File: src/include/smc_pkg.sv
package smc_pkg;

    localparam int unsigned CLK_HZ = 100_000_000;
    localparam real SHORT_RST_MS = 3.6;
    localparam int unsigned SHORT_RST_CYC = int'($ceil(SHORT_RST_MS * 1.0e-3 * CLK_HZ));
    localparam int unsigned SYS_RST_CYC_DEF = SHORT_RST_CYC;
    localparam int unsigned RST_CNT_W = 20;

    localparam int unsigned FRAME_W = 16;
    localparam int unsigned DATA_W = 12;
    localparam int unsigned BIT_CNT_W = 5;
    localparam int unsigned ADDR_HI = 15;
    localparam int unsigned ADDR_LO = 13;
    localparam int unsigned RO_POS = 12;

    localparam logic [2:0] SEL_WD_STATUS = 3'h0;
    localparam logic [2:0] SEL_MODE_CTRL = 3'h1;
    localparam logic [2:0] SEL_INT_EN = 3'h2;
    localparam logic [2:0] SEL_INT_STAT = 3'h3;

    // watchdog_status_reg field positions inside the 12 data bits
    localparam int unsigned WMC_POS = 11;
    localparam int unsigned WATCHDOG_DISABLE_PIN_POS = 7;
    // mode_control_reg fields
    localparam int unsigned MC_HI = 11;
    localparam int unsigned MC_LO = 10;
    localparam int unsigned LHC_POS = 9;
    localparam int unsigned CAN_XCVR_STANDBY_BIT_POS = 8;
    localparam int unsigned STBL1_POS = 7;
    localparam int unsigned STBL2_POS = 6;
    // interrupt_enable_reg: wake source enables
    localparam int unsigned WEN_CAN_POS = 11;
    localparam int unsigned WEN_LIN_POS = 10;
    localparam int unsigned WEN_LOC_POS = 9;

    localparam logic [1:0] MC_STANDBY = 2'h0;
    localparam logic [1:0] MC_SLEEP = 2'h1;
    localparam logic [1:0] MC_NORMAL_V2OFF = 2'h2;
    localparam logic [1:0] MC_NORMAL_V2ON = 2'h3;

    localparam logic [DATA_W-1:0] WD_RST = 12'h400;
    localparam logic [DATA_W-1:0] MODE_RST = 12'h000;
    localparam logic [DATA_W-1:0] INTEN_RST = 12'h000;
    localparam logic [DATA_W-1:0] INTST_RST = 12'h000;

    typedef enum logic [2:0] {
        SMC_OFF,
        SMC_STANDBY,
        SMC_NORMAL,
        SMC_SLEEP,
        SMC_OVERTEMP
    } smc_mode_e;

    typedef enum logic [1:0] {
        WD_OFF,
        WD_TIMEOUT,
        WD_WINDOW
    } smc_wd_e;

    typedef enum logic [1:0] {
        XCVR_OFF,
        XCVR_LOWPOWER,
        XCVR_ACTIVE,
        XCVR_HIGHZ
    } smc_xcvr_e;

    typedef struct packed {
        logic mcu_regulator;
        logic can_regulator;
        smc_xcvr_e can_xcvr;
        smc_xcvr_e lin_a_xcvr;
        smc_xcvr_e lin_b_xcvr;
        smc_wd_e wd_mode;
        logic system_reset_line_low;
        logic fallback_low;
    } smc_ctrl_s;

endpackage : smc_pkg

File: src/rtl/smc_mode_ctrl.sv
`timescale 1ns/1ps
`default_nettype none
module smc_mode_ctrl
    import smc_pkg::*;
#(
    parameter int unsigned SYS_RST_CYC = SYS_RST_CYC_DEF
)(
    input wire logic clock,
    input wire logic rst_b,
    input wire logic clk_en,
    input wire logic bat_poweroff,
    input wire logic bat_poweron,
    input wire logic overtemp_flag,
    input wire logic overtemp_release,
    input wire logic wake_can,
    input wire logic wake_lin,
    input wire logic wake_local,
    input wire logic interrupt_line_low,
    input wire logic watchdog_disable_pin,
    input wire logic serial_clock,
    input wire logic serial_select_n,
    input wire logic serial_data_in,
    output logic serial_data_out,
    output logic serial_data_out_oe,
    output smc_ctrl_s ctrl,
    output smc_mode_e mode
);

    // all pins pass two flops; first stage is read only by the second
    localparam int unsigned NSYNC = 11;
    logic [NSYNC-1:0] async_in;
    logic [NSYNC-1:0] sync1_ff;
    logic [NSYNC-1:0] sync2_ff;
    assign async_in = {bat_poweroff, bat_poweron, overtemp_flag, overtemp_release,
                       wake_can, wake_lin, wake_local, interrupt_line_low,
                       watchdog_disable_pin, serial_clock, serial_select_n};
    logic sdi_s1_ff;
    logic sdi_s2_ff;

    genvar gi;
    generate
        for (gi = 0; gi < NSYNC; gi++)
        begin : g_sync
            always_ff @(posedge clock or negedge rst_b)
            begin
                if (!rst_b)
                begin
                    // reset to the idle level, so select shows no false edge after reset
                    sync1_ff[gi] <= (gi == 0);
                    sync2_ff[gi] <= (gi == 0);
                end
                else if (clk_en)
                begin
                    sync1_ff[gi] <= async_in[gi];
                    sync2_ff[gi] <= sync1_ff[gi];
                end
            end
        end
    endgenerate

    wire s_poweroff = sync2_ff[10];
    wire s_poweron = sync2_ff[9];
    wire s_ot = sync2_ff[8];
    wire s_ot_rel = sync2_ff[7];
    wire s_wake = sync2_ff[6] | sync2_ff[5] | sync2_ff[4];
    wire s_int_low = sync2_ff[3];
    wire s_watchdog_disable_pin = sync2_ff[2];
    wire s_sck = sync2_ff[1];
    wire s_csn = sync2_ff[0];

    logic sck_d_ff;
    logic csn_d_ff;
    logic [FRAME_W-1:0] rx_ff;
    logic [FRAME_W-1:0] tx_ff;
    logic [BIT_CNT_W-1:0] cnt_ff;
    logic sdo_ff;
    logic [DATA_W-1:0] wd_ff;
    logic [DATA_W-1:0] modec_ff;
    logic [DATA_W-1:0] inten_ff;
    logic [DATA_W-1:0] intst_ff;
    smc_mode_e mode_ff;
    smc_mode_e nxt_mode;
    logic [RST_CNT_W-1:0] rst_cnt_ff;
    logic [RST_CNT_W-1:0] nxt_rst_cnt;
    logic fallback_ff;
    logic nxt_fallback;
    logic mc_clr;

    always_ff @(posedge clock or negedge rst_b)
    begin
        if (!rst_b)
        begin
            sdi_s1_ff <= 1'b0;
            sdi_s2_ff <= 1'b0;
            sck_d_ff <= 1'b0;
            csn_d_ff <= 1'b1;
        end
        else if (clk_en)
        begin
            sdi_s1_ff <= serial_data_in;
            sdi_s2_ff <= sdi_s1_ff;
            sck_d_ff <= s_sck;
            csn_d_ff <= s_csn;
        end
    end

    wire sck_fall = sck_d_ff & ~s_sck;
    wire sck_rise = ~sck_d_ff & s_sck;
    wire cs_fall = csn_d_ff & ~s_csn;
    wire cs_rise = ~csn_d_ff & s_csn;

    // readback: address bits, read-only flag as zero, then content
    // after four bits the header sits at the bottom of the shifter
    localparam int unsigned HDR_BITS = FRAME_W - RO_POS;
    wire [2:0] hdr_sel = rx_ff[HDR_BITS-1:HDR_BITS-1-(ADDR_HI-ADDR_LO)];
    wire [DATA_W-1:0] rd_wd = {wd_ff[DATA_W-1:WATCHDOG_DISABLE_PIN_POS+1], s_watchdog_disable_pin, wd_ff[WATCHDOG_DISABLE_PIN_POS-1:0]};
    wire [DATA_W-1:0] rd_data = (hdr_sel == SEL_WD_STATUS) ? rd_wd :
                                (hdr_sel == SEL_MODE_CTRL) ? modec_ff :
                                (hdr_sel == SEL_INT_EN) ? inten_ff :
                                (hdr_sel == SEL_INT_STAT) ? intst_ff : '0;
    wire [FRAME_W-1:0] tx_load = {hdr_sel, 1'b0, rd_data};
    wire frame_ok = cs_rise && (cnt_ff == BIT_CNT_W'(FRAME_W));
    wire [2:0] w_sel = rx_ff[ADDR_HI:ADDR_LO];
    wire w_ro = rx_ff[RO_POS];
    wire [DATA_W-1:0] w_data = rx_ff[DATA_W-1:0];
    wire do_write = frame_ok && !w_ro;

    // the header is only known after four bits, so the first four output bits
    // carry the previous frame's status word; the data part follows the address
    always_ff @(posedge clock or negedge rst_b)
    begin
        if (!rst_b)
        begin
            rx_ff <= '0;
            tx_ff <= '0;
            cnt_ff <= '0;
            sdo_ff <= 1'b0;
        end
        else if (clk_en)
        begin
            if (cs_fall)
            begin
                cnt_ff <= '0;
                sdo_ff <= tx_ff[FRAME_W-1];
            end
            else if (!s_csn && sck_fall && cnt_ff < BIT_CNT_W'(FRAME_W))
            begin
                rx_ff <= {rx_ff[FRAME_W-2:0], sdi_s2_ff};
                cnt_ff <= cnt_ff + BIT_CNT_W'(1);
            end
            else if (!s_csn && sck_rise)
            begin
                sdo_ff <= tx_ff[FRAME_W-2];
                tx_ff <= {tx_ff[FRAME_W-2:0], 1'b0};
            end
            if (!s_csn && cnt_ff == BIT_CNT_W'(HDR_BITS) && !sck_fall && !sck_rise && !sck_d_ff)
            begin
                tx_ff <= {tx_load[DATA_W:0], 3'h0};
            end
            if (cs_rise)
            begin
                tx_ff <= {3'h0, 1'b0, wd_ff};
            end
        end
    end

    assign serial_data_out = sdo_ff;
    assign serial_data_out_oe = ~s_csn && (mode_ff != SMC_OFF) && (mode_ff != SMC_OVERTEMP);

    always_ff @(posedge clock or negedge rst_b)
    begin
        if (!rst_b)
        begin
            wd_ff <= WD_RST;
            modec_ff <= MODE_RST;
            inten_ff <= INTEN_RST;
            intst_ff <= INTST_RST;
        end
        else if (clk_en)
        begin
            if (mc_clr)
            begin
                modec_ff[MC_HI:MC_LO] <= MC_STANDBY;
            end
            else if (do_write && w_sel == SEL_MODE_CTRL)
            begin
                modec_ff <= w_data;
            end
            if (do_write && w_sel == SEL_WD_STATUS)
            begin
                wd_ff <= w_data;
            end
            if (do_write && w_sel == SEL_INT_EN)
            begin
                inten_ff <= w_data;
            end
            if (do_write && w_sel == SEL_INT_STAT)
            begin
                intst_ff <= w_data;
            end
        end
    end

    wire [1:0] mc_new = w_data[MC_HI:MC_LO];
    wire mc_wr = do_write && (w_sel == SEL_MODE_CTRL);
    wire wake_en = inten_ff[WEN_CAN_POS] | inten_ff[WEN_LIN_POS] | inten_ff[WEN_LOC_POS];
    wire sleep_ok = s_int_low && !s_wake && wake_en;
    wire rst_active = (rst_cnt_ff != '0);
    wire [RST_CNT_W-1:0] sys_rst_load = RST_CNT_W'(SYS_RST_CYC);
    wire [RST_CNT_W-1:0] short_rst_load = RST_CNT_W'(SHORT_RST_CYC);

    always_comb
    begin
        nxt_mode = mode_ff;
        nxt_rst_cnt = rst_active ? rst_cnt_ff - RST_CNT_W'(1) : rst_cnt_ff;
        nxt_fallback = fallback_ff;
        mc_clr = 1'b0;
        if (s_poweroff)
        begin
            nxt_mode = SMC_OFF;
            nxt_rst_cnt = '0;
        end
        else
        begin
            case (mode_ff)
                SMC_OFF:
                begin
                    if (s_poweron)
                    begin
                        nxt_mode = SMC_STANDBY;
                        nxt_rst_cnt = sys_rst_load;
                    end
                end
                SMC_STANDBY, SMC_NORMAL:
                begin
                    if (s_ot)
                    begin
                        nxt_mode = SMC_OVERTEMP;
                        nxt_fallback = 1'b1;
                    end
                    else if (mode_ff == SMC_NORMAL && rst_active)
                    begin
                        nxt_mode = SMC_STANDBY;
                        mc_clr = 1'b1;
                    end
                    else if (mc_wr && mc_new == MC_SLEEP)
                    begin
                        if (sleep_ok)
                        begin
                            nxt_mode = SMC_SLEEP;
                        end
                        else
                        begin
                            nxt_rst_cnt = short_rst_load;
                        end
                    end
                    else if (mc_wr && mode_ff == SMC_STANDBY &&
                             (mc_new == MC_NORMAL_V2OFF || mc_new == MC_NORMAL_V2ON))
                    begin
                        nxt_mode = SMC_NORMAL;
                    end
                    else if (mc_wr && mc_new == MC_STANDBY)
                    begin
                        nxt_mode = SMC_STANDBY;
                    end
                end
                SMC_SLEEP:
                begin
                    if (s_wake)
                    begin
                        nxt_mode = SMC_STANDBY;
                        nxt_rst_cnt = sys_rst_load;
                        mc_clr = 1'b1;
                    end
                end
                SMC_OVERTEMP:
                begin
                    if (s_ot_rel)
                    begin
                        nxt_mode = SMC_STANDBY;
                        nxt_rst_cnt = sys_rst_load;
                    end
                end
                default:
                begin
                    nxt_mode = SMC_OFF;
                end
            endcase
        end
    end

    // a reset in Normal clears the mode bits so a later read shows Standby
    always_ff @(posedge clock or negedge rst_b)
    begin
        if (!rst_b)
        begin
            mode_ff <= SMC_OFF;
            rst_cnt_ff <= '0;
            fallback_ff <= 1'b0;
        end
        else if (clk_en)
        begin
            mode_ff <= nxt_mode;
            rst_cnt_ff <= nxt_rst_cnt;
            fallback_ff <= nxt_fallback;
        end
    end

    wire stb_can = modec_ff[CAN_XCVR_STANDBY_BIT_POS];
    wire stb_la = modec_ff[STBL1_POS];
    wire stb_lb = modec_ff[STBL2_POS];
    wire watchdog_mode_ctrl_bit = wd_ff[WMC_POS];
    wire v2_sel = (modec_ff[MC_HI:MC_LO] == MC_NORMAL_V2ON);

    function automatic smc_xcvr_e xc(input smc_mode_e m, input logic stb);
        case (m)
            SMC_NORMAL: xc = stb ? XCVR_LOWPOWER : XCVR_ACTIVE;
            SMC_STANDBY, SMC_SLEEP: xc = stb ? XCVR_LOWPOWER : XCVR_OFF;
            default: xc = XCVR_HIGHZ;
        endcase
    endfunction : xc

    smc_wd_e wd_mode;
    assign wd_mode = (s_watchdog_disable_pin) ? WD_OFF :
                     (mode_ff == SMC_NORMAL) ? (watchdog_mode_ctrl_bit ? WD_TIMEOUT : WD_WINDOW) :
                     (mode_ff == SMC_STANDBY) ? (watchdog_mode_ctrl_bit ? WD_OFF : WD_TIMEOUT) : WD_OFF;

    always_ff @(posedge clock or negedge rst_b)
    begin
        if (!rst_b)
        begin
            ctrl <= '{mcu_regulator: 1'b0, can_regulator: 1'b0, can_xcvr: XCVR_HIGHZ,
                      lin_a_xcvr: XCVR_HIGHZ, lin_b_xcvr: XCVR_HIGHZ, wd_mode: WD_OFF,
                      system_reset_line_low: 1'b1, fallback_low: 1'b0};
            mode <= SMC_OFF;
        end
        else if (clk_en)
        begin
            ctrl.mcu_regulator <= (mode_ff == SMC_STANDBY) || (mode_ff == SMC_NORMAL);
            ctrl.can_regulator <= (mode_ff == SMC_NORMAL) && v2_sel;
            ctrl.can_xcvr <= xc(mode_ff, stb_can);
            ctrl.lin_a_xcvr <= xc(mode_ff, stb_la);
            ctrl.lin_b_xcvr <= xc(mode_ff, stb_lb);
            ctrl.wd_mode <= wd_mode;
            ctrl.system_reset_line_low <= rst_active || (mode_ff == SMC_SLEEP) ||
                                          (mode_ff == SMC_OVERTEMP) || (mode_ff == SMC_OFF);
            ctrl.fallback_low <= fallback_ff;
            mode <= mode_ff;
        end
    end

endmodule : smc_mode_ctrl
`default_nettype wire
File: config.mk
export PLATFORM = sky130hd
export DESIGN_NAME = smc_mode_ctrl
export DESIGN_NICKNAME = d
export VERILOG_FILES = /design/src/include/smc_pkg.sv /design/src/rtl/smc_mode_ctrl.sv
export SDC_FILE = /design/constraint.sdc
export NUM_CORES = 1
export LEC_CHECK = 0
export BUFFER_PORTS_ARGS = -buffer_cell sky130_fd_sc_hd__buf_2
export CORE_AREA = 2 2 112 195
export CTS_CLUSTER_DIAMETER = 50
export DETAILED_ROUTE_END_ITERATION = 12
export DIE_AREA = 0 0 114 197
export GPL_ROUTABILITY_DRIVEN = 0
export GPL_TIMING_DRIVEN = 0
export PLACE_DENSITY_LB_ADDON = 0.12
export SETUP_SLACK_MARGIN = 0.05
export SLEW_MARGIN = 10
export SYNTH_ARGS = -nofsm -noshare
export SYNTH_HDL_FRONTEND = slang
export SYNTH_SLANG_ARGS = --single-unit
File: constraint.sdc
create_clock -name clock -period 2.82 [get_ports clock]
set_input_delay 0.141 -clock clock [delete_from_list [all_inputs] [get_ports clock]]
set_output_delay 0.141 -clock clock [all_outputs]
set_load 0.02 [all_outputs]
## Word level (Yosys, flattened, before mapping)

Index checks and enable logic that the tools add are counted.

| cells by class | value |
|---|---|
| multiply operators | 0 |
| shift-type cells | 0 |
| bitwise gates (word level) | 15 |
| mux-type cells | 56 |
| reductions and logical operators | 57 |
| add/sub/neg operators | 2 |
| magnitude comparators | 1 |
| equal/unequal tests | 25 |
| divide/modulo/power cells | 0 |

Operator list:

| kind | number |
|---|---|
| $mux W20 | 9 |
| $mux W16 | 5 |
| $pmux W20 S4 | 1 |
| $mux W12 | 5 |
| $mux W3 | 10 |
| $logic_and A1 B1 Y1 | 23 |
| $reduce_bool A20 Y1 | 1 |
| $sub A20 B1 Y20 const B | 1 |
| $eq A3 B2 Y1 const B | 6 |
| $mux W2 | 7 |
| $mux W1 | 12 |
| $ne A3 B3 Y1 const B | 4 |
| $pmux W2 S2 | 3 |
| $pmux W3 S4 | 1 |
| $mux W5 | 2 |
| $reduce_and A2 Y1 | 5 |
| $eq A3 B1 Y1 const B | 3 |
| $logic_not A3 Y1 | 3 |
| $reduce_and A3 Y1 | 3 |
| $reduce_and A4 Y1 | 2 |
| $ne A7 B7 Y1 const B | 1 |
| $not A1 Y1 | 7 |
| $eq A2 B2 Y1 const B | 3 |
| $logic_not A1 Y1 | 6 |
| 19 further kinds | 33 |

| word-level totals | value |
|---|---|
| output and inout bits | 17 |
| input port bits | 15 |
| bits in read-only memories | 0 |
| bits in registers | 151 |
| memories | 0 |
| bits in writable memories | 0 |
| word-level logic and storage cells | 203 |
| bits in latches | 0 |

## Logic depth before layout (Yosys ltp)

Gate-level depths: netlist of the first run.

| depth | value |
|---|---|
| depth after elaboration | 13 |
| gate-level depth with buffers | 10 |
| gate-level depth less buffers | 8 |

## Least setup slack after synthesis of the first run

OpenSTA, ideal clock, no wires.

| timing | value |
|---|---|
| path type | flip-flop to flip-flop |
| start | register rst_cnt_ff[0] |
| end | register modec_ff[2] |
| stages on the path, launching flop included | 10 |
| clock period less this slack | 2.286 ns |
| required time | 2.695 ns |
| buffers on the path | 1 |
| library setup time | 0.125 ns |
| path slack | 0.534 ns |
| arrival time | 2.161 ns |
| cell sequence | dfrtp_1 inv_1 ha_1 nor2b_1 nand4b_1 o211ai_1 a21oi_1 nor2_1 buf_2 mux2_2 |

| between the ends | value |
|---|---|
| word-level cells in the longest chain between the ends | 8 |

RTL lines:

| item | RTL line | source |
|---|---|---|
| from (decl) | smc_mode_ctrl.sv:83 | `logic [RST_CNT_W-1:0] rst_cnt_ff;` |
| from (signal assigned) | smc_mode_ctrl.sv:304 | `rst_cnt_ff <= nxt_rst_cnt;` |
| $reduce_bool A20 Y1 | smc_mode_ctrl.sv:208 | `wire rst_active = (rst_cnt_ff != '0);` |
| $logic_and A1 B1 Y1 | smc_mode_ctrl.sv:241 | `else if (mode_ff == SMC_NORMAL && rst_active)` |
| $mux W1 | smc_mode_ctrl.sv:241 |  |
| $mux W1 | smc_mode_ctrl.sv:236 | `if (s_ot)` |
| $pmux W1 S2 | smc_mode_ctrl.sv:225 | `case (mode_ff)` |
| $mux W1 | smc_mode_ctrl.sv:218 | `if (s_poweroff)` |
| $not A1 Y1 (no line) | -- |  |
| $reduce_and A3 Y1 (no line) | -- |  |
| to (signal assigned) | smc_mode_ctrl.sv:187 | `modec_ff <= w_data;` |
| to (decl) | smc_mode_ctrl.sv:78 | `logic [DATA_W-1:0] modec_ff;` |

No other way between the ends.
A chain may end at the register's enable or synchronous reset.

## Worst setup path in the final report of the first run

| timing | value |
|---|---|
| start | register cnt_ff[2] |
| end | register rst_cnt_ff[2] |

| between the ends | value |
|---|---|
| word-level cells in the longest chain between the ends | 10 |

RTL lines:

| item | RTL line | source |
|---|---|---|
| from (decl) | smc_mode_ctrl.sv:75 | `logic [BIT_CNT_W-1:0] cnt_ff;` |
| from (signal assigned) | smc_mode_ctrl.sv:149 | `cnt_ff <= cnt_ff + BIT_CNT_W'(1);` |
| $eq A5 B5 Y1 | smc_mode_ctrl.sv:122 | `wire frame_ok = cs_rise && (cnt_ff == BIT_CNT_W'(FRAME_W));` |
| $logic_and A1 B1 Y1 | smc_mode_ctrl.sv:122 |  |
| $logic_and A1 B1 Y1 | smc_mode_ctrl.sv:126 | `wire do_write = frame_ok && !w_ro;` |
| $logic_and A1 B1 Y1 | smc_mode_ctrl.sv:205 | `wire mc_wr = do_write && (w_sel == SEL_MODE_CTRL);` |
| $logic_and A1 B1 Y1 | smc_mode_ctrl.sv:246 | `else if (mc_wr && mc_new == MC_SLEEP)` |
| $mux W20 | smc_mode_ctrl.sv:246 |  |
| $mux W20 | smc_mode_ctrl.sv:241 |  |
| $mux W20 | smc_mode_ctrl.sv:236 |  |
| $pmux W20 S4 | smc_mode_ctrl.sv:225 |  |
| $mux W20 | smc_mode_ctrl.sv:218 |  |

No other way between the ends.

==> flow_metrics.py, run 1 <==
metrics = {
    "timing": {
        "slew_viol_final": 0,
        "fin_crit_sh_pct": 93.32,
        "relSlewSlack_pct": 38.24,
        "setup_viol": 0,
        "fin_crit_ns": 2.632,
        "fmax_mhz": 380.0,
        "hold_viol": 0,
        "hold_slack_ns": 0.2577,
        "fin_ws_ns": 0.1883,
        "rsz0062_at_grt": "false",
        "worstMarginPinSlew_ns": 0.9264,
        "finalClockSkew_ns": 0.01159,
    },
    "floorplanning": {
        "fp.dieW_um": 114,
        "num_rows": 70,
        "coreArea_um2": 20850,
        "start_util_pct": 34.39,
        "die_y_um": 197,
        "dieArea_um2": 22460,
        "ios": 32,
    },
    "route": {
        "route.met2.wl_um": 10520,
        "totalWireLength_um": 18770,
        "top_layer": "met4",
        "avgViaCountPerCell": 5.438,
        "post_drt_wl_per_cell_um": 19.95,
        "dr_wl_met3_um": 547,
        "drt-met1-wl_um": 7165,
        "route.detailed.drc": 0,
        "route.vias.total": 5117,
        "dr.first_iter.drc_count": 344,
        "drtPass1Iterations": 4,
        "drt.antenna.violating_nets": 0,
    },
    "power": {
        "pwr-share-comb_pct": 25.8,
        "seqPwrFrac_pct": 41.0,
        "clockPowerShare_pct": 33.2,
        "powerDensity_nw_per_um2": 808.8,
        "netSwitchingFraction_pct": 32.90,
        "irDropWorstVdd_v": 0.0004446,
        "internal_power_uw": 4573,
        "p_sw_uw": 2242,
        "p_leak_uw": 0.003727,
    },
    "clocking": {
        "clk_pin_slew_ns": 0.06,
        "clock-sinks": 151,
        "cts-htree-levels": 4,
        "cts-root-buf": "clkbuf_16",
        "clock_latency_ns": 0.44,
        "clock_path_buffers": 2,
        "cts_tree": "done",
        "cts_buffers": 17,
    },
    "critical_path": {
        "worstPathArrival_ns": 2.95,
        "path_class": "reg -> reg",
        "worstPathMaxFanout": 10,
        "endpoint_kind": "register",
        "crit_path_start_kind": "register",
        "crit_required_ns": 3.14,
    },
    "global_routing": {
        "antenna_found_initial": 0,
        "grt_use_total_pct": 17.85,
        "grt_pass1_wl_um": 30300,
        "grt_start_max_net_pins": 81,
        "grt_overflow": 0,
        "grt_pass1_vias": 5544,
    },
    "synth": {
        "yosysUniqueCellTypes": 60,
        "ys_dominant_reg_cell": "dfrtp_1",
        "synth.top_cell.area_share_pct": 48.87,
        "yosys-top-cells-area": "dfrtp_1 49%, mux2_2 15%, dfstp_2 4.0%",
        "synth_area_um2": 7168,
        "synth_area_leader_cell": "dfrtp_1",
        "synthArstFlopShare_pct": 100.0,
        "synth_seq_area_share_pct": 52.91,
        "synth.most_common_cell": "dfrtp_1",
        "synth_edf_count": 0,
        "yosys_warnings": 0,
        "syn_nets": 630,
        "synth_common_cells": "140 x dfrtp_1, 95 x mux2_2, 45 x o21ai_0",
        "synthCells": 611,
        "syn_area_per_cell_um2": 11.73,
        "synth_seq_cells": 151,
    },
    "layout": {
        "post-route-util_pct": 40.43,
        "fillers": 2036,
        "nets": 695,
        "drive_above_1_share_pct": 29.17,
        "antennaDiodeCount": 0,
        "syn_to_final_growth_pct": 17.56,
    },
    "hold_path": {
        "hp-class": "in -> async",
    },
    "outcome": {
        "outcome": "completed",
    },
    "place": {
        "hpwl_um": 13530,
        "port_buffers": 30,
        "dp_slack_ns": -0.3477,
    },
    "flow_run": {
        "cap_violations": 0,
    },
}
## final cells by class
cell class	instances	area [µm²]	share of cell area (%)
inverters	12	45.04	0.5345
clock buffers	19	452.9	5.375
flip-flops and latches	151	3792	45.00
multi-input cells	411	3189	37.85
clock inverters	13	130.1	1.544
well taps	252	315.3	3.742
plain buffers	36	161.4	1.915
repair buffers	47	340.3	4.039
## cell families after synthesis
family / synth area share (%)
compound gates: 14.07
xor+xnor: 0.2444
fa+ha+maj: 0.6982
buf+inv: 2.897
flops: 52.91
mux: 18.59
simple gates: 10.60
## through the flow
| step | area (µm²) | TNS (ns) | power (µW) | instances |
|---|---|---|---|---|
| global route | 8427 | 0 | 7204 | 941 |
| finish | 8427 | 0 | 6815 | 941 |
| detailed placement | 7671 | -4.656 | 4563 | 894 |
| CTS | 8411 | 0 | 6871 | 940 |
| global placement | 7634 | -90.63 | 4529 | 893 |
| floorplan | 7168 | 0 | 4012 | 611 |
## final timing paths
kind	endpoint	slack [ns]	from	depth (start not counted)
worst max register to register	rst_cnt_ff[2]	0.19	cnt_ff[2]	9
worst min register to register	tx_ff[0]	0.47	tx_ff[0]	2
max in group asynchronous	csn_d_ff	1.69	rst_b	3
worst max-delay path	rst_cnt_ff[2]	0.19	cnt_ff[2]	9
min in group clock	tx_ff[0]	0.47	tx_ff[0]	2
worst min-delay path	sync1_ff[6]	0.26	rst_b	2
## placed cells by master, fill, tap and decap left out, drive strengths merged, types with 8 or more instances in the layout
cell         instances
a21oi               24
a22o                11
a31oi               11
buf                 45
clkbuf              44
clkinv               9
dfrtp              140
dfstp               11
dlygate4sd3         13
inv                 11
mux2                95
mux4                 9
nand2               32
nand2b              14
nor2                32
nor3                23
o21a                 9
o21ai               45
o22a                 8
## flip-flops by register name, summed over array words and instances, names as in the netlist, 3 cells and up
| name | cells |
|---|---|
| cnt_ff | 5 |
| ctrl | 12 |
| inten_ff | 12 |
| intst_ff | 12 |
| mode | 3 |
| mode_ff | 3 |
| modec_ff | 12 |
| rst_cnt_ff | 20 |
| rx_ff | 16 |
| sync1_ff | 11 |
| sync2_ff | 3 |
| tx_ff | 16 |
| wd_ff | 12 |
## power by group through the flow
stage	clock network [µW]	registers (µW)	logic, µW
floorplan	0	2830	1180
global placement	0	2810	1720
detailed placement	0	2820	1750
CTS	2320	2790	1760
global route	2400	2840	1960
finish	2270	2790	1760
## worst max-delay path: stages (launching register included)
cell and delay (ns):
dfrtp_1 0.46, or4b_4 0.59, nor4_4 0.35, buf_4 0.20, and4b_1 0.21, a21o_1 0.13, buf_6 0.14, buf_8 0.15
o31ai_1 0.08, a21o_1 0.21
## layer usage
metal,up-vias,GRT usage (%)
met3,32,4.059
met2,95,33.95
met5,-,0
met4,0,7.182
li1,2397,-
met1,2593,18.50
## timing repair
item,in CTS,in global routing
hold buffers,13,0
pin swaps,1,1
buffers inserted,2,1
resized for setup,4,3
endpoints found under the hold margin,81,0
setup endpoints to repair,52,23
Power figures use the tool's default switching activity.
==> run 2, diff against run 1 <==
--- a/config.mk
+++ b/config.mk
@@ -5,11 +5,12 @@
 export SDC_FILE = /design/constraint.sdc
 export NUM_CORES = 1
 export LEC_CHECK = 0
+export ABC_AREA = 1
 export BUFFER_PORTS_ARGS = -buffer_cell sky130_fd_sc_hd__buf_2
-export CORE_AREA = 2 2 112 195
+export CORE_AREA = 2 2 96 167
 export CTS_CLUSTER_DIAMETER = 50
 export DETAILED_ROUTE_END_ITERATION = 12
-export DIE_AREA = 0 0 114 197
+export DIE_AREA = 0 0 98 169
 export GPL_ROUTABILITY_DRIVEN = 0
 export GPL_TIMING_DRIVEN = 0
 export PLACE_DENSITY_LB_ADDON = 0.12
==> run 2 against run 1 <==
  * Hold slack better by 0.0032 ns
  * Core utilization rose by 16 points
  * Total power grew 12%
  * Cell count up 32%
  * Via count up 27%
  * Sequential share of layout area decreased by 0.90 points
  * Setup slack gained 0.41 ns
  * Die area shrank 26%
  * Combinational power grew 28%
==> flow_metrics.py, run 2 <==
metrics = {
    "layout": {
        "syn_to_final_growth_pct": 15.30,
        "antennaDiodeCount": 0,
        "final_cell_count_no_fill": 1239,
        "fillers": 1503,
        "reg.largest.list": "rst_cnt_ff (20), rx_ff (16), tx_ff (16)",
        "nets": 1060,
        "mostFrequentLayoutCell": "nand2_1",
        "largest_reg_flops": 20,
        "layout_common_cells": "303 x nand2_1, 140 x dfrtp_1, 115 x inv_1, 99 x nor2_1, 71 x nand3_1",
        "drive_above_1_share_pct": 8.927,
        "regMostFlops": "rst_cnt_ff",
    },
    "critical_path": {
        "crit_start": "cnt_ff[0]",
        "worstPathMaxFanout": 10,
        "crit_path_end": "tx_ff[11]",
        "worstPathArrival_ns": 2.53,
        "crit_required_ns": 3.12,
        "r2r_start": "cnt_ff[0]",
        "r2r_cells": 11,
        "crit_path_start_kind": "register",
        "endpoint_kind": "register",
        "reg2reg_slack_ns": 0.59,
        "r2r_end": "tx_ff[11]",
        "path_class": "reg -> reg",
    },
    "clocking": {
        "clk_pin_slew_ns": 0.07,
        "clock_latency_ns": 0.42,
        "cts_setup_buffers": 0,
        "cts_tree": "done",
        "cts_resized": 0,
        "holdBufCountCts": 13,
        "clock_path_buffers": 2,
        "clock-sinks": 151,
        "cts-root-buf": "clkbuf_16",
        "cts_buffers": 17,
        "cts-htree-levels": 4,
    },
    "route": {
        "dr_wl_met3_um": 670,
        "top_layer": "met4",
        "route.met2.wl_um": 10780,
        "avgViaCountPerCell": 5.260,
        "totalWireLength_um": 19880,
        "post_drt_wl_per_cell_um": 16.04,
        "drt.antenna.violating_nets": 0,
        "drtPass1Iterations": 5,
        "drt-met1-wl_um": 7734,
        "dr.first_iter.drc_count": 339,
        "route.vias.total": 6517,
        "route.detailed.drc": 0,
    },
    "timing": {
        "fmax_mhz": 449.2,
        "relSlewSlack_pct": 40.52,
        "slew_viol_final": 0,
        "setup_viol": 0,
        "fin_crit_ns": 2.226,
        "fin_ws_ns": 0.5940,
        "hold_viol": 0,
        "rsz0062_at_grt": "false",
        "worstMarginPinSlew_ns": 0.8922,
        "finalClockSkew_ns": 0.01195,
        "fin_crit_sh_pct": 78.94,
    },
    "synth": {
        "synthArstFlopShare_pct": 100.0,
        "syn_area_per_cell_um2": 7.626,
        "synthCells": 978,
        "synthAdderAreaFrac_pct": 0.6710,
        "synth_edf_count": 0,
        "synth_xor_area_share_pct": 0.9394,
        "synth_seq_cells": 151,
        "ys_dominant_reg_cell": "dfrtp_1",
        "synth_common_cells": "303 x nand2_1, 140 x dfrtp_1, 115 x inv_1",
        "yosys_warnings": 0,
        "synth_seq_area_share_pct": 50.85,
        "synthMuxAreaShare_pct": 0,
        "synth_area_um2": 7458,
        "synth.most_common_cell": "nand2_1",
        "synthSimpleGateAreaFrac_pct": 29.22,
        "syn_nets": 997,
        "synth_area_leader_cell": "dfrtp_1",
        "synth.top_cell.area_share_pct": 46.97,
        "yosys-top-cells-area": "dfrtp_1 47%, nand2_1 15%, inv_1 5.8%",
        "synth_top_family_by_area": "simple AND/OR/NAND/NOR gates",
        "synth_compound_area_share_pct": 10.27,
        "yosysUniqueCellTypes": 35,
    },
    "power": {
        "p_leak_uw": 0.004252,
        "powerDensity_nw_per_um2": 888.8,
        "irDropWorstVdd_v": 0.0003894,
        "report.power.total_uw": 7643,
    },
    "floorplanning": {
        "die_y_um": 169,
        "dieArea_um2": 16560,
        "num_rows": 60,
        "fp.dieW_um": 98,
        "coreArea_um2": 15240,
        "ios": 32,
        "start_util_pct": 48.94,
    },
    "global_routing": {
        "grt_start_max_net_pins": 89,
        "grt_use_total_pct": 25.29,
        "antenna_found_initial": 0,
        "grt_pass1_vias": 6634,
        "grt_overflow": 0,
        "grt_pass1_wl_um": 32760,
    },
    "outcome": {
        "outcome": "completed",
    },
    "place": {
        "placed_cells": 1195,
        "port_buffers": 30,
        "dp_slack_ns": 0.6188,
        "hpwl_um": 14520,
    },
    "flow_run": {
        "cap_violations": 0,
    },
    "hold_path": {
        "hp-class": "in -> reg",
    },
}
## run 2: changes by cell type after synthesis, moves of 9 or more
cell,delta
nand2_1,+271
inv_1,+104
mux2_2,-95
nor2_1,+68
nand3_1,+65
a21oi_1,+28
nand4_1,+20
o21ai_0,+18
nand2b_1,-14
nor3_1,-14
a22o_1,-11
mux4_2,-9
o21a_1,-9
## run 2: worst min-delay path by stage
| stage | end | from | slack (ns) | depth (start not counted) |
|---|---|---|---|---|
| 6_report | mode_ff[0] | clk_en | 0.26 | 5 |
| 3_3_place_gp | sync1_ff[2] | watchdog_disable_pin | 0.34 | 3 |
| 2_1_floorplan | cnt_ff[0] | rst_b | -0.15 | 0 |
| 4_1_cts | mode_ff[0] | clk_en | 0.25 | 5 |
| 5_1_grt | mode_ff[0] | clk_en | 0.29 | 5 |
| 3_5_place_dp | sync1_ff[4] | rst_b | 0.20 | 1 |
## run 2: per-layer routing
layer | up-vias | GRT usage, %
li1 | 3254 | -
met1 | 3062 | 27.97
met2 | 154 | 47.17
met3 | 47 | 4.253
met4 | 0 | 10.69
met5 | - | 0
## run 2: worst max-delay path, stage by stage (launching register included)
cell and delay [ns]:
dfrtp_1 0.40, inv_1 0.06, ha_1 0.21, nand2_1 0.07, nor2_1 0.04, nand2_1 0.25
nand2_1 0.09, nand2_1 0.29, clkbuf_1 0.44, a21oi_1 0.10, nand2_1 0.10, nand2_1 0.05
## run 2: cells by family after synthesis
logic type | count (synthesis)
AOI/OAI and AO/OA | 142
xor gates and xnor gates | 8
adders and majority gates | 4
buffers and inverters | 156
DFF | 151
and+or+nand+nor | 517
## run 2: layout make-up
class                           count  area, µm²  share of cell area [%]
Sequential cell                   151       3792                   44.10
Multi-Input combinational cell    671       3065                   35.65
Inverter                          118      442.9                   5.151
Clock buffer                       17      425.4                   4.947
Timing Repair Buffer               44      317.8                   3.696
Tap cell                          186      232.7                   2.706
Clock inverter                     14      165.2                   1.921
Buffer                             38      157.7                   1.833
## run 2: report_power, final
group / internal [µW] / total [µW] / switching (µW)
Sequential: 2660 / 3070 / 410
Clock: 1330 / 2310 / 987
Combinational: 769 / 2260 / 1490
## run 2: through the flow
| stage | utilization [%] | TNS, ns | hold WS, ns | area [µm²] |
|---|---|---|---|---|
| floorplan | - | 0 | -0.1546 | 7458 |
| global placement | 51.45 | -94.79 | 0.3433 | 7841 |
| detailed placement | 51.70 | 0 | 0.1983 | 7879 |
| CTS | 56.43 | 0 | 0.2500 | 8600 |
| global route | 56.43 | 0 | 0.2913 | 8600 |
| finish | 56.43 | 0 | 0.2609 | 8600 |
==> run 3, diff against run 2 <==
--- a/config.mk
+++ b/config.mk
@@ -5,12 +5,12 @@
 export SDC_FILE = /design/constraint.sdc
 export NUM_CORES = 1
 export LEC_CHECK = 0
-export ABC_AREA = 1
+export ABC_AREA = 0
 export BUFFER_PORTS_ARGS = -buffer_cell sky130_fd_sc_hd__buf_2
-export CORE_AREA = 2 2 96 167
+export CORE_AREA = 2 2 94 164
 export CTS_CLUSTER_DIAMETER = 50
 export DETAILED_ROUTE_END_ITERATION = 12
-export DIE_AREA = 0 0 98 169
+export DIE_AREA = 0 0 96 166
 export GPL_ROUTABILITY_DRIVEN = 0
 export GPL_TIMING_DRIVEN = 0
 export PLACE_DENSITY_LB_ADDON = 0.12
==> constraint.sdc (replaced) <==
create_clock -name clock -period 1.8 [get_ports clock]
set_input_delay 0.09 -clock clock [delete_from_list [all_inputs] [get_ports clock]]
set_output_delay 0.09 -clock clock [all_outputs]
set_load 0.02 [all_outputs]
==> run 3 against run 2 <==
  * The flow now finishes with violations (setup timing)
  * Setup slack worse by 1.1 ns
  * Register-to-register slack worse by 1.1 ns
  * Sequential share of layout area down 3.3 points
  * Flip-flop and latch count unchanged
  * Non-clock buffer count up 39
  * Die area down 3.8%
  * Hold slack worse by 0.046 ns
  * Global-route usage down 0.36 points
  * Highest routed layer unchanged
==> flow_metrics.py, run 3 (synthesis results as in run 1) <==
metrics = {
    "outcome": {
        "outcome": "complete, but fails checks",
        "violations": "setup timing",
    },
    "timing": {
        "slew_viol_final": 0,
        "relSlewSlack_pct": 57.57,
        "worstMarginPinSlew_ns": 0.6364,
        "hold_viol": 0,
        "fin_ws_ns": -0.5035,
        "fin_crit_ns": 2.303,
        "fmax_mhz": 434.1,
        "fin_crit_sh_pct": 128.0,
        "rsz0062_at_grt": "true",
        "finalClockSkew_ns": 0.008632,
        "setup_viol": 74,
        "fin_tns_setup_ns": -24.35,
    },
    "layout": {
        "antennaDiodeCount": 0,
        "regArea_um2": 3794,
        "mostFrequentLayoutCell": "dfrtp_1",
        "largest_reg_flops": 20,
        "multi_input_area_um2": 3626,
        "reg.largest.list": "rst_cnt_ff (20), rx_ff (16), tx_ff (16)",
        "fillers": 1126,
        "drive_above_1_share_pct": 41.13,
        "layout_common_cells": "139 x dfrtp_1, 58 x mux2_2, 37 x mux2_4, 29 x buf_2",
        "syn_to_final_growth_pct": 29.59,
        "nets": 733,
        "regMostFlops": "rst_cnt_ff",
        "final_cell_count_no_fill": 910,
    },
    "floorplanning": {
        "coreArea_um2": 14690,
        "num_rows": 59,
        "die_y_um": 166,
        "start_util_pct": 48.79,
        "fp.dieW_um": 96,
        "dieArea_um2": 15940,
        "ios": 32,
    },
    "critical_path": {
        "worstPathArrival_ns": 2.61,
        "path_cells": "nor3_4, nand3_4, o211ai_1, a21oi_2, nor2_4, clkbuf_16, mux2_4",
        "path_class": "reg -> reg",
        "cp_slowest_cell": "dfrtp_1",
        "r2r_cells": 7,
        "worstPathMaxFanout": 7,
        "cp_slowest_stage_delay_ns": 0.44,
        "cp_top_family": "simple AND/OR/NAND/NOR gates",
        "path_buf_inv": 1,
        "crit_path_start_kind": "register",
        "worst-path-stages": 7,
        "crit_required_ns": 2.10,
        "endpoint_kind": "register",
    },
    "route": {
        "route.vias.total": 5402,
        "avgViaCountPerCell": 5.936,
        "post_drt_wl_per_cell_um": 21.22,
        "drt.antenna.violating_nets": 0,
        "drtPass1Iterations": 5,
        "route.detailed.drc": 0,
        "dr.first_iter.drc_count": 303,
        "totalWireLength_um": 19310,
    },
    "hold_path": {
        "hp-class": "in -> async",
    },
    "power": {
        "report.power.total_uw": 11270,
        "p_leak_uw": 0.004121,
        "powerDensity_nw_per_um2": 1214,
        "irDropWorstVdd_v": 0.0005765,
    },
    "clocking": {
        "clock_latency_ns": 0.42,
        "cts-root-buf": "clkbuf_16",
        "clock-sinks": 151,
        "cts_buffers": 17,
        "clock_path_buffers": 2,
        "cts-htree-levels": 4,
        "clk_pin_slew_ns": 0.06,
        "cts_tree": "done",
    },
    "global_routing": {
        "grt_use_total_pct": 24.93,
        "grt_pass1_vias": 5696,
        "antenna_found_initial": 0,
        "grt_start_max_net_pins": 78,
        "grt_overflow": 0,
        "grt_pass1_wl_um": 29970,
    },
    "place": {
        "placed_cells": 825,
        "hpwl_um": 12570,
        "port_buffers": 30,
    },
    "flow_run": {
        "cap_violations": 0,
    },
}
[run 3: power by group]
part           switching, µW  total [µW]  leakage, µW  internal (µW)
logic                   1900        3440      0.00188           1540
clock network           1460        3370     0.000262           1920
registers                504        4460      0.00198           3950
[run 3: final cells by class]
class | count | area share (%)
inverter | 12 | 0.5253
sequential | 151 | 40.84
clock inverter | 13 | 1.307
multi-input combinational | 411 | 39.04
tap | 183 | 2.465
timing repair buffer | 86 | 7.974
buffer | 35 | 3.192
clock buffer | 19 | 4.661
[run 3: worst paths after layout]
path	start	end	slack, ns
worst max register to register	rst_cnt_ff[2]	modec_ff[9]	-0.50
worst max-delay path	rst_cnt_ff[2]	modec_ff[9]	-0.50
worst min register to register	sync1_ff[8]	s_ot	0.49
min in group clock	clk_en	tx_ff[1]	0.43
max in group asynchronous	rst_b	sync1_ff[0]	0.79
worst min-delay path	rst_b	rst_cnt_ff[13]	0.22
[run 3: per-layer routing]
layer / wire [µm] / up-vias / track usage (%)
li1: - / 2477 / -
met1: 7039 / 2747 / 26.53
met2: 10870 / 136 / 45.95
met3: 570 / 42 / 4.038
met4: 833 / 0 / 11.68
met5: 0 / - / 0
[run 3: timing repair]
action                                 in CTS  in global routing
buffers inserted                           14                 22
setup endpoints to repair                 113                106
endpoints found under the hold margin      78                  0
cloned                                      3                  3
hold buffers                               13                  0
gates resized for setup                    67                 93
pin swaps                                  22                 11
[run 3: worst register-to-register path, delay by kind of cell (launching register included)]
| family | cells | cell delay (ns) |
|---|---|---|
| simple gates | 3 | 0.81 |
| flops | 1 | 0.44 |
| buf+inv | 1 | 0.19 |
| mux | 1 | 0.29 |
| compound gates | 2 | 0.46 |
[run 3: metrics by stage]
step	worst slack [ns]	cell area [µm²]	hold slack (ns)	utilization (%)
5_1_grt	-0.6330	9289	0.2838	63.23
2_1_floorplan	-0.2948	7342	-0.2056	-
3_5_place_dp	-0.9490	7759	0.09796	52.81
6_report	-0.5035	9289	0.2154	63.23
4_1_cts	-0.5768	8787	0.2462	59.82
3_3_place_gp	-1.542	7721	0.3233	52.56
